`src/verilog/vdcw_pkg.sv`:
```
// package: port addresses, indices, field layout and reset values of the display cache window regs
package vdcw_pkg;

  // ==========================================================================
  // i/o port addresses (memory offsets are the same values)
  // ==========================================================================
  localparam logic [15:0] MISC_WR_PORT  = 16'h03c2;
  localparam logic [15:0] MISC_RD_PORT  = 16'h03cc;
  localparam logic [15:0] INDEX_PORT    = 16'h03ce;
  localparam logic [15:0] DATA_PORT     = 16'h03cf;

  // ==========================================================================
  // graphics controller indices
  // ==========================================================================
  localparam int          IDX_W         = 5;
  localparam logic [4:0]  IDX_FRAME_MAP = 5'h06;
  localparam logic [4:0]  IDX_ADDR_MAP  = 5'h10;
  localparam logic [4:0]  IDX_PAGE_SEL  = 5'h11;
  localparam logic [7:0]  IDX_RD_MASK   = 8'h0f;

  // ==========================================================================
  // field layout and writable masks
  // ==========================================================================
  localparam int          MISC_ACC_BIT  = 1;
  localparam logic [7:0]  MISC_MASK     = 8'h02;
  localparam int          MAP_MODE_LSB  = 2;
  localparam logic [7:0]  FRAME_MASK    = 8'h0c;
  localparam logic [7:0]  ADDR_MAP_MASK = 8'h1f;
  localparam int          AM_PAGE_EN    = 0;
  localparam int          AM_LINEAR     = 1;
  localparam int          AM_PACKED     = 2;
  localparam int          AM_MEMMAP     = 3;
  localparam int          AM_TO_CACHE   = 4;

  // ==========================================================================
  // reset values
  // ==========================================================================
  localparam logic [7:0]  MISC_RST      = 8'h00;
  localparam logic [7:0]  FRAME_RST     = 8'h00;
  localparam logic [7:0]  ADDR_MAP_RST  = 8'h00;
  localparam logic [7:0]  PAGE_SEL_RST  = 8'h00;
  localparam logic [4:0]  INDEX_RST     = 5'h00;
  localparam logic [7:0]  READ_ZERO     = 8'h00;

  // ==========================================================================
  // legacy window ranges and memory map mode codes
  // ==========================================================================
  localparam logic [31:0] WIN_A_LO      = 32'h000a0000;
  localparam logic [31:0] WIN_A_HI      = 32'h000affff;
  localparam logic [31:0] WIN_MONO_LO   = 32'h000b0000;
  localparam logic [31:0] WIN_MONO_HI   = 32'h000b7fff;
  localparam logic [31:0] WIN_COLOR_LO  = 32'h000b8000;
  localparam logic [31:0] WIN_ALL_HI    = 32'h000bffff;
  localparam logic [1:0]  MAP_ALL       = 2'h0;
  localparam logic [1:0]  MAP_A         = 2'h1;
  localparam logic [1:0]  MAP_MONO      = 2'h2;
  localparam logic [1:0]  MAP_COLOR     = 2'h3;
  localparam int          PAGE_OFF_W    = 16;
  localparam logic [7:0]  PAGE_VGA_HI   = 8'h00;

endpackage

```
`src/verilog/vdcw_regs.sv`:
```
// display cache detect and diagnostic register bank with legacy window decode
// Overview of operation
// [RQ1] every register answers both on i/o cycles and on memory cycles relative to the mmio base.
// [RQ2] the memory offset of each register is the same value as its i/o port address.
// [RQ3] the index port at 3ceh picks which graphics register the data port at 3cfh reaches.
// [RQ4] the upper four bits of the index register always read back as zero.
// [RQ5] the misc output register is written at 3c2h, read at 3cch, and resets to 00h.
// [RQ6] with the legacy access bit clear no access to a0000h-bffffh is claimed.
// [RQ7] the legacy access bit never blocks linear frame buffer accesses elsewhere.
// [RQ8] the frame map register sits at data port index 06h and is readable and writable.
// [RQ9] frame map bits 3:2 choose which part of a0000h-bffffh holds the vga buffer.
// [RQ10] that choice applies in vga modes and in extended modes without a linear buffer.
// [RQ11] the address mapping register sits at index 10h, is read/write and resets to 00h.
// [RQ12] address mapping bit 4 sends paging to the vga buffer (0) or the display cache (1).
// [RQ13] address mapping bits 3, 2 and 1 select memory map, packed mode and linear mapping.
// [RQ14] address mapping bit 0 maps memory through the 64 KB page at a0000h-affffh.
// [RQ15] the page select register at index 11h picks the 64 KB display cache window.
// [RQ16] unimplemented indices read zero and ignore writes; reserved bits read zero.
`timescale 1ns/10ps
module vdcw_regs #(
  parameter int MMIO_AW = 19
) (
  input  wire logic        clock_in,
  input  wire logic        rst_in,
  input  wire logic        cyc_valid_in,
  input  wire logic        cyc_io_in,
  input  wire logic        cyc_write_in,
  input  wire logic [31:0] cyc_addr_in,
  input  wire logic [7:0]  cyc_wdata_in,
  input  wire logic [31:0] mmio_base_in,
  input  wire logic        lfb_hit_in,
  output logic             rd_valid_out,
  output logic [7:0]       rd_data_out,
  output logic             claim_out,
  output logic             legacy_hit_out,
  output logic             page_hit_out,
  output logic [23:0]      page_addr_out,
  output logic             legacy_en_out,
  output logic             memmap_sel_out,
  output logic             packed_en_out,
  output logic             linear_en_out
);

  // ==========================================================================
  // elaboration checks
  // ==========================================================================
  if (MMIO_AW < 16 || MMIO_AW > 31) begin : g_bad_aw
    $error("vdcw_regs: MMIO_AW must lie in 16..31");
  end

  // ==========================================================================
  // decode
  // ==========================================================================
  function automatic logic is_port(input logic [15:0] off, input logic [15:0] port);
    is_port = (off == port);
  endfunction

  logic [7:0]  misc_r;
  logic [7:0]  misc_nxt;
  logic [4:0]  index_r;
  logic [4:0]  index_nxt;
  logic [7:0]  frame_r;
  logic [7:0]  frame_nxt;
  logic [7:0]  amap_r;
  logic [7:0]  amap_nxt;
  logic [7:0]  page_sel_r;
  logic [7:0]  page_sel_nxt;

  // the base is aligned to the window; offsets above 16 bits hit nothing
  wire logic        mmio_win  = (cyc_addr_in[31:MMIO_AW] == mmio_base_in[31:MMIO_AW]) &&
                                (cyc_addr_in[MMIO_AW-1:16] == '0);
  wire logic        acc_io    = cyc_valid_in && cyc_io_in && (cyc_addr_in[31:16] == '0);
  wire logic        acc_mm    = cyc_valid_in && !cyc_io_in && mmio_win;    // RQ1
  wire logic        acc_reg   = acc_io || acc_mm;
  // same offset for both spaces, so one decode serves both
  wire logic [15:0] reg_off   = cyc_addr_in[15:0];                         // RQ2
  wire logic        hit_mwr   = acc_reg && is_port(reg_off, vdcw_pkg::MISC_WR_PORT);
  wire logic        hit_mrd   = acc_reg && is_port(reg_off, vdcw_pkg::MISC_RD_PORT);
  wire logic        hit_idx   = acc_reg && is_port(reg_off, vdcw_pkg::INDEX_PORT);
  wire logic        hit_dat   = acc_reg && is_port(reg_off, vdcw_pkg::DATA_PORT);
  wire logic        hit_any   = hit_mwr || hit_mrd || hit_idx || hit_dat;
  wire logic        wr_cyc    = cyc_write_in;
  wire logic        rd_cyc    = !cyc_write_in;

  wire logic        sel_frame = (index_r == vdcw_pkg::IDX_FRAME_MAP);      // RQ3
  wire logic        sel_amap  = (index_r == vdcw_pkg::IDX_ADDR_MAP);
  wire logic        sel_page  = (index_r == vdcw_pkg::IDX_PAGE_SEL);
  wire logic        wr_dat    = hit_dat && wr_cyc;

  // ==========================================================================
  // register next values
  // ==========================================================================
  // misc output is write-only at its write port; the read port ignores writes
  assign misc_nxt     = (hit_mwr && wr_cyc) ? (cyc_wdata_in & vdcw_pkg::MISC_MASK)
                                            : misc_r;                      // RQ5
  // bit 4 is kept hidden so indices 10h and 11h stay reachable
  assign index_nxt    = (hit_idx && wr_cyc) ? cyc_wdata_in[vdcw_pkg::IDX_W-1:0]
                                            : index_r;                     // RQ3
  assign frame_nxt    = (wr_dat && sel_frame) ? (cyc_wdata_in & vdcw_pkg::FRAME_MASK)
                                              : frame_r;                   // RQ8
  assign amap_nxt     = (wr_dat && sel_amap) ? (cyc_wdata_in & vdcw_pkg::ADDR_MAP_MASK)
                                             : amap_r;                     // RQ11
  assign page_sel_nxt = (wr_dat && sel_page) ? cyc_wdata_in : page_sel_r;  // RQ15

  // ==========================================================================
  // read data
  // ==========================================================================
  wire logic [7:0] idx_rd   = {3'h0, index_r} & vdcw_pkg::IDX_RD_MASK;    // RQ4
  wire logic [7:0] dat_rd   = sel_frame ? frame_r  :
                              sel_amap  ? amap_r   :
                              sel_page  ? page_sel_r : vdcw_pkg::READ_ZERO; // RQ16
  wire logic [7:0] rd_nxt   = !rd_cyc  ? vdcw_pkg::READ_ZERO :
                              hit_mrd  ? misc_r    :                       // RQ5
                              hit_idx  ? idx_rd    :
                              hit_dat  ? dat_rd    : vdcw_pkg::READ_ZERO;

  // ==========================================================================
  // window decode
  // ==========================================================================
  logic        leg_hit;
  logic        pg_hit;
  logic [23:0] pg_addr;
  // register space wins over the legacy window when both would match
  wire logic   mem_cyc = cyc_valid_in && !cyc_io_in && !acc_mm;

  vdcw_window_decode u_win (
    .addr_in          (cyc_addr_in),
    .mem_cyc_in       (mem_cyc),
    .legacy_en_in     (misc_r[vdcw_pkg::MISC_ACC_BIT]),
    .map_mode_in      (frame_r[vdcw_pkg::MAP_MODE_LSB +: 2]),
    .linear_en_in     (amap_r[vdcw_pkg::AM_LINEAR]),
    .page_en_in       (amap_r[vdcw_pkg::AM_PAGE_EN]),
    .page_to_cache_in (amap_r[vdcw_pkg::AM_TO_CACHE]),
    .page_sel_in      (page_sel_r),
    .legacy_hit_out   (leg_hit),
    .page_hit_out     (pg_hit),
    .page_addr_out    (pg_addr)
  );

  // linear buffer hits come from outside and bypass the legacy enable
  wire logic lfb_claim = cyc_valid_in && !cyc_io_in && lfb_hit_in;         // RQ7
  wire logic claim_nxt = hit_any || leg_hit || pg_hit || lfb_claim;

  // ==========================================================================
  // registers
  // ==========================================================================
  always_ff @(posedge clock_in) begin
    if (rst_in) begin
      misc_r     <= vdcw_pkg::MISC_RST;
      index_r    <= vdcw_pkg::INDEX_RST;
      frame_r    <= vdcw_pkg::FRAME_RST;
      amap_r     <= vdcw_pkg::ADDR_MAP_RST;
      page_sel_r <= vdcw_pkg::PAGE_SEL_RST;
    end else begin
      misc_r     <= misc_nxt;
      index_r    <= index_nxt;
      frame_r    <= frame_nxt;
      amap_r     <= amap_nxt;
      page_sel_r <= page_sel_nxt;
    end
  end

  always_ff @(posedge clock_in) begin
    if (rst_in) begin
      rd_valid_out   <= 1'b0;
      rd_data_out    <= vdcw_pkg::READ_ZERO;
      claim_out      <= 1'b0;
      legacy_hit_out <= 1'b0;
      page_hit_out   <= 1'b0;
      page_addr_out  <= '0;
    end else begin
      rd_valid_out   <= hit_any && rd_cyc;
      rd_data_out    <= rd_nxt;
      claim_out      <= claim_nxt;                                         // RQ6
      legacy_hit_out <= leg_hit;
      page_hit_out   <= pg_hit;                                            // RQ14
      page_addr_out  <= pg_addr;
    end
  end

  // mode bits are copies of the live register; a write shows on the same edge as in the register
  always_ff @(posedge clock_in) begin
    if (rst_in) begin
      legacy_en_out  <= 1'b0;
      memmap_sel_out <= 1'b0;
      packed_en_out  <= 1'b0;
      linear_en_out  <= 1'b0;
    end else begin
      legacy_en_out  <= misc_nxt[vdcw_pkg::MISC_ACC_BIT];
      memmap_sel_out <= amap_nxt[vdcw_pkg::AM_MEMMAP];                     // RQ13
      packed_en_out  <= amap_nxt[vdcw_pkg::AM_PACKED];                     // RQ13
      linear_en_out  <= amap_nxt[vdcw_pkg::AM_LINEAR];                     // RQ13
    end
  end

  wire logic [31:0] mm_idx_addr = {mmio_base_in[31:16], vdcw_pkg::INDEX_PORT};
endmodule

```
`src/verilog/vdcw_window_decode.sv`:
```
// window decoder: legacy window claim and 64 KB page translation
`timescale 1ns/10ps
module vdcw_window_decode (
  input  wire logic [31:0] addr_in,
  input  wire logic        mem_cyc_in,
  input  wire logic        legacy_en_in,
  input  wire logic [1:0]  map_mode_in,
  input  wire logic        linear_en_in,
  input  wire logic        page_en_in,
  input  wire logic        page_to_cache_in,
  input  wire logic [7:0]  page_sel_in,
  output logic             legacy_hit_out,
  output logic             page_hit_out,
  output logic [23:0]      page_addr_out
);

  function automatic logic in_rng(input logic [31:0] a, input logic [31:0] lo,
                                  input logic [31:0] hi);
    in_rng = (a >= lo) && (a <= hi);
  endfunction

  wire logic in_all   = in_rng(addr_in, vdcw_pkg::WIN_A_LO, vdcw_pkg::WIN_ALL_HI);
  wire logic in_a     = in_rng(addr_in, vdcw_pkg::WIN_A_LO, vdcw_pkg::WIN_A_HI);
  wire logic in_mono  = in_rng(addr_in, vdcw_pkg::WIN_MONO_LO, vdcw_pkg::WIN_MONO_HI);
  wire logic in_color = in_rng(addr_in, vdcw_pkg::WIN_COLOR_LO, vdcw_pkg::WIN_ALL_HI);

  // mode narrowing only holds while no linear frame buffer is in use
  wire logic in_mode =
    linear_en_in                             ? in_all   : // RQ10
    (map_mode_in == vdcw_pkg::MAP_ALL)       ? in_all   : // RQ9
    (map_mode_in == vdcw_pkg::MAP_A)         ? in_a     :
    (map_mode_in == vdcw_pkg::MAP_MONO)      ? in_mono  : in_color;

  // nothing in a0000h-bffffh is claimed while access is disabled
  assign legacy_hit_out = mem_cyc_in && legacy_en_in && in_mode;     // RQ6
  assign page_hit_out   = mem_cyc_in && legacy_en_in && page_en_in && in_a; // RQ14
  assign page_addr_out  = page_to_cache_in ?
    {page_sel_in, addr_in[vdcw_pkg::PAGE_OFF_W-1:0]} :              // RQ12 RQ15
    {vdcw_pkg::PAGE_VGA_HI, addr_in[vdcw_pkg::PAGE_OFF_W-1:0]};

endmodule
```
`config.mk`:
```
export PLATFORM = sky130hd
export DESIGN_NAME = vdcw_regs
export DESIGN_NICKNAME = d
export VERILOG_FILES = /design/src/verilog/vdcw_pkg.sv /design/src/verilog/vdcw_regs.sv /design/src/verilog/vdcw_window_decode.sv
export SDC_FILE = /design/constraint.sdc
export NUM_CORES = 1
export LEC_CHECK = 0
export BUFFER_PORTS_ARGS = -buffer_cell sky130_fd_sc_hd__buf_2
export CAP_MARGIN = 5
export CORE_AREA = 2 2 74 76
export CTS_BUF_LIST = sky130_fd_sc_hd__clkbuf_4 sky130_fd_sc_hd__clkbuf_8 sky130_fd_sc_hd__clkbuf_16
export DETAILED_ROUTE_END_ITERATION = 12
export DIE_AREA = 0 0 76 78
export GPL_ROUTABILITY_DRIVEN = 1
export PLACE_DENSITY = 0.84
export REMOVE_ABC_BUFFERS = 1
export SETUP_SLACK_MARGIN = 0.3
export SYNTH_ARGS = -nofsm -noshare
export SYNTH_HDL_FRONTEND = slang
export SYNTH_SLANG_ARGS = --single-unit
```
`constraint.sdc`:
```
create_clock -name clock_in -period 3.7 [get_ports clock_in]
set_clock_uncertainty 0.2 [all_clocks]
set_input_delay 0 -clock clock_in [delete_from_list [all_inputs] [get_ports clock_in]]
set_output_delay 0 -clock clock_in [all_outputs]
set_load 0.01 [all_outputs]
```
# Word-level counts from Yosys, hierarchy flattened
# Cells that the tools add are included.
[op_classes]
order_cmp = 6
eq_ne = 10
muxes = 12
n_bitwise = 3
n_reduce_logical = 44
[op_table]
columns = ["operator", "count"]
rows = [
  ["$ge 32x20->1 const B", 3],
  ["$le 32x20->1 const B", 3],
  ["$eq 16x10->1 const B", 4],
  ["$logic_and 1x1->1", 26],
  ["$logic_not 16->1", 1],
  ["$mux 4", 4],
  ["$eq 13x13->1", 1],
  ["$eq 5x5->1 const B", 2],
  ["$mux 5", 2],
  ["$reduce_or 8->1", 1],
  ["$logic_or 1x1->1", 7],
  ["$reduce_or 6->1", 1],
  ["$eq 5x3->1 const B", 1],
  ["$mux 1", 4],
  ["$mux 2", 2],
  ["$reduce_or 2->1", 2],
  ["$logic_not 1->1", 3],
  ["$logic_not 3->1", 1],
  ["$not 1->1", 3],
  ["$reduce_or 3->1", 1],
  ["$eq 2x1->1 const B", 1],
  ["$eq 2x2->1 const B", 1],
  ["$logic_not 2->1", 1],
]
[totals]
register_bits = 60
inputBits = 78
out_inout_bits = 40
word_cells = 94

# Longest topological paths before layout
[depth]
depth_word = 11
mapped_depth = 6
mapped_depth_nobuf = 5

# Hierarchy
# A second synthesis with hierarchy kept.
[unflattened]
hier_cells = 279
area_unflattened_um2 = 2652.5
[modules_own_cells]
columns = ["mod", "instances", "cells_per_inst", "area_each_um2", "seq_area_each_um2"]
rows = [
  ["vdcw_regs", 1, 242, 2392.3, 1141.1],
  ["vdcw_window_decode", 1, 37, 260.2, 0.0],
]

# Worst setup path after synthesis
# No wires, ideal clock.
[synth_path]
path_kind = "register to register"
startpoint = "reg index_r[1]"
endpoint = "reg page_sel_r[0]"
setup_ps = 136
arrival_time_ps = 1631
t_required_ps = 3364
slack_ps = 1733
path_stages_with_launch = 6
n_path_buf = 0
synth_period_minus_slack_ps = 1967
path_cell_list = "dfxtp_1 -> nor4b_1 -> nand2_1 -> nor4_1 -> o21ai_2 -> mux2i_1"
[synth_between]
elab_chain_cells = 2
[synth_rtl]
columns = ["item", "line", "text"]
rows = [
  ["from (decl)", "vdcw_regs.sv:60", "logic [4:0] index_r;"],
  ["from (signal assigned)", "vdcw_regs.sv:150", "index_r <= vdcw_pkg::INDEX_RST;"],
  ["from (signal assigned)", "vdcw_regs.sv:156", "index_r <= index_nxt;"],
  ["$eq 5x5->1", "vdcw_regs.sv:87", "wire logic sel_page = (index_r == vdcw_pkg::IDX_PAGE_SEL);"],
  ["$logic_and 1x1->1", "vdcw_regs.sv:103", "assign page_sel_nxt = (wr_dat && sel_page) ? cyc_wdata_in : page_sel_r;"],
  ["to (signal assigned)", "vdcw_regs.sv:153", "page_sel_r <= vdcw_pkg::PAGE_SEL_RST;"],
  ["to (signal assigned)", "vdcw_regs.sv:159", "page_sel_r <= page_sel_nxt;"],
  ["to (decl)", "vdcw_regs.sv:66", "logic [7:0] page_sel_r;"],
]
# Every way passes these cells.
# A chain may end at the register's enable or synchronous reset.

# Worst setup path after layout
[layout_path]
startpoint = "in cyc_addr_in[19]"
endpoint = "reg page_hit_out"
[layout_between]
elab_chain_cells = 8
word_cells_on_any_way = 11
classes_between = "order compare: 2; eq/ne: 1; reduce/logical: 8"
[layout_rtl]
columns = ["item", "line", "text"]
rows = [
  ["from (decl)", "vdcw_regs.sv:28", "input wire logic [31:0] cyc_addr_in,"],
  ["branches (longest 7 deep; another with $ge 32x20->1)", "--", ""],
  ["$logic_and 1x1->1 *", "vdcw_window_decode.sv:36", "assign page_hit_out = mem_cyc_in && legacy_en_in && page_en_in && in_a;"],
  ["to (signal assigned)", "vdcw_regs.sv:176", "page_hit_out <= pg_hit;"],
  ["to (decl)", "vdcw_regs.sv:36", "output logic page_hit_out,"],
]
# Mark *: on every way between the ends.

==> run_results.csv <==
group,metric,value,unit
finish,num_antenna_cells,0,
power_and_ir_drop,p_leak,1.57,nW
yosys,ys.flop_type,"dfxtp_1",
yosys,ys_warn_count,0,
finish,final_cell_area,3540,sq um
yosys,synth-edff-count,0,
global_route,grt_pass1_vias,2222,
finish,nFillCells,400,
yosys,syn-cell-area,2510,sq um
finish,fin_util,0.702,
yosys,synthCells,251,
routing,ant_nets,0,
setup_path,end_kind,"flop",
global_route,grt_use_total,0.215,
global_route,overflow,0,
setup_path,critPathKind,"input pin to flop",
finish,syn_to_final_growth,41.0,%
timing,timing.final.ws_setup,1.07,ns
clock_tree,clk_latency,0.33,ns
yosys,ys_seq_area_frac,0.454,
yosys,netlist.area_leader.share,0.454,
yosys,syn_avg_cell_area,10.0,sq um
floorplanning,die_x,76,um
clock_tree,numCtsBuffers,9,
floorplanning,start_util,0.498,
place,place_hpwl,4330,um
place,place.gp.congestion,0.843,
global_route,grt_start_max_net_pins,50,
floorplanning,core,5040,sq um
timing,max_freq,380,MHz
timing,hold_violations,0,
timing,final-setup-viol-count,0,
yosys,yosys.area.top_type,"dfxtp_1",
power_and_ir_drop,ir_drop,276,uV
floorplanning,die-height,78,um
yosys,synth-seq-cells,57,
clock_tree,cts_root_buf,"clkbuf_8",
routing,wl_per_cell,13.8,um
timing,fin_crit_sh,0.711,
clock_tree,h-tree-depth,3,
timing,min_period,2.63,ns
finish,drive_gt1_frac,0.332,
setup_path,required,3.71,ns
timing,slew_headroom,0.525,
clock_tree,clk_pin_slew_worst_paths,0.06,ns
floorplanning,rows,26,
outcome,status,"complete, no violations",
run,drv_cap,0,
routing,drc,0,
timing,worst_slew_pin_slew,0.703,ns
global_route,antenna_found_initial,0,
setup_path,arrival,2.64,ns
global_route,grt_pass1_wl,10100,um
timing,tns,0,ns
hold_path,min_path_type,"input pin to flop",
clock_tree,clock_path_buffers,2,
yosys,ys_types,41,
floorplanning,design.die.area,5930,sq um
routing,drtPass1Iterations,5,
timing,final_max_slew_viol_count,0,
yosys,synthArstFlopShare,0,
finish,final_nets,463,
place,place.port_buffers,98,
finish,final_common_cell,"buf_2",
timing,rsz0062_at_grt,"false",
place,dp_slack,1.39,ns
setup_path,critPathLaunchType,"input pin",
power_and_ir_drop,powerDensity,346,nW/um^2
setup_path,worstPathMaxFanout,3,
finish,final_cell_mix,"buf_2, dfxtp_1, dlygate4sd3_1",
clock_tree,cts_tree,"built",
yosys,netlist_top_cells_area,"dfxtp_1, mux2i_1, nand2b_1",
routing,wirelength,6310,um
place,placed_area,3060,sq um
routing,drt_iter0_markers,98,
routing,vias,2285,
floorplanning,io_pins,118,
routing,vias_per_cell,4.99,
clock_tree,cts_sinks,57,
-- state kept, by name (all words and copies together) (netlist names), 2 cells and up --
register and flops:
amap_r 5, frame_r 2, index_r 5, page_addr_out 24, page_sel_r 8, rd_data_out 8
-- critical path, cell delays in order --
cell and delay, ns:
dlygate4sd3_1 0.53, buf_2 0.16, xor2_1 0.17, or4_1 0.54, or3_2 0.48, nor3_1 0.15, nor4_1 0.07, dlygate4sd3_1 0.55
-- final timing paths --
kind | from | to | slack [ns] | cells after the start
setup / recovery | cyc_addr_in[19] | page_hit_out$_SDFF_PP0_ | 1.07 | 8
setup reg to reg | index_r[1]$_SDFFE_PP0P_ | amap_r[1]$_SDFFE_PP0P_ | 1.30 | 5
hold reg to reg | page_sel_r[5]$_SDFFE_PP0P_ | rd_data_out[5]$_SDFF_PP0_ | 0.25 | 2
hold / removal | rst_in | page_addr_out[0]$_SDFF_PP0_ | 0.008 | 2
-- final cells by class --
cell class | instances | area [sq um] | share of cell area
clock buffer | 10 | 131 | 0.0371
clock inverter | 4 | 22.5 | 0.00636
sequential | 57 | 1140 | 0.322
multi-input combinational | 180 | 1310 | 0.371
timing repair buffer | 131 | 821 | 0.232
tap | 70 | 87.6 | 0.0247
inverter | 6 | 22.5 | 0.00636
-- logic make-up (layout without fill, tap and decap cells) --
family	count (synthesis)	in the layout	share of synthesized area
AOI/OAI and AO/OA	20	20	0.0703
muxes	25	25	0.101
xor gates and xnor gates	13	13	0.0453
DFF	57	57	0.454
buffers and inverters	14	151	0.0224
and+or+nand+nor	122	122	0.306
-- synth_stat cells (2+ instances only) --
cell and number:
o21ai_0 4, and2_1 9, mux2i_1 22, xor2_1 5, nor3b_1 2, mux2_2 3, nand4_1 3, nor4b_1 3
o221ai_1 2, nand3_1 3, nor2_1 12, nor2b_1 16, inv_1 6, nand2_1 12, nor4_4 2, xnor2_1 8
nor3_1 7, or3_4 2, clkbuf_1 7, o211ai_1 2, a221oi_1 2, nand2b_1 30, dfxtp_1 57, nor4_1 11
or2_2 2, a21oi_1 3, and4bb_2 2
-- what timing repair did --
action | CTS | global route
hold endpoints to repair | 48 | 0
resized for setup | 0 | 0
hold buffers | 33 | 0
buffers inserted | 0 | 0
-- per-stage QoR --
| step | instances | hold slack, ns | total power, mW |
|---|---|---|---|
| after floorplan | 243 | -0.133 | 0.683 |
| after global placement | 411 | 0.0239 | 0.742 |
| after detailed placement | 411 | 0.0289 | 0.745 |
| after CTS | 458 | 0.0120 | 1.23 |
| after global routing | 458 | 0.0542 | 1.27 |
| final | 458 | 0.00798 | 1.23 |
-- routing by layer --
layer / track usage / part of all wire / wire length [um] / vias to the layer above
li1: - / - / - / 1145
met1: 0.253 / 0.42 / 2650 / 1038
met2: 0.368 / 0.51 / 3190 / 88
met3: 0.0558 / 0.054 / 340 / 14
met4: 0.100 / 0.020 / 123 / 0
met5: 0 / 0 / 0 / -
-- power by group --
group          switching [mW]  internal [mW]  total [mW]
Combinational          0.0593         0.0746       0.134
Clock                   0.227          0.239       0.466
Sequential            0.00211          0.623       0.625
Note: power is estimated with default switching activity, not from simulation.
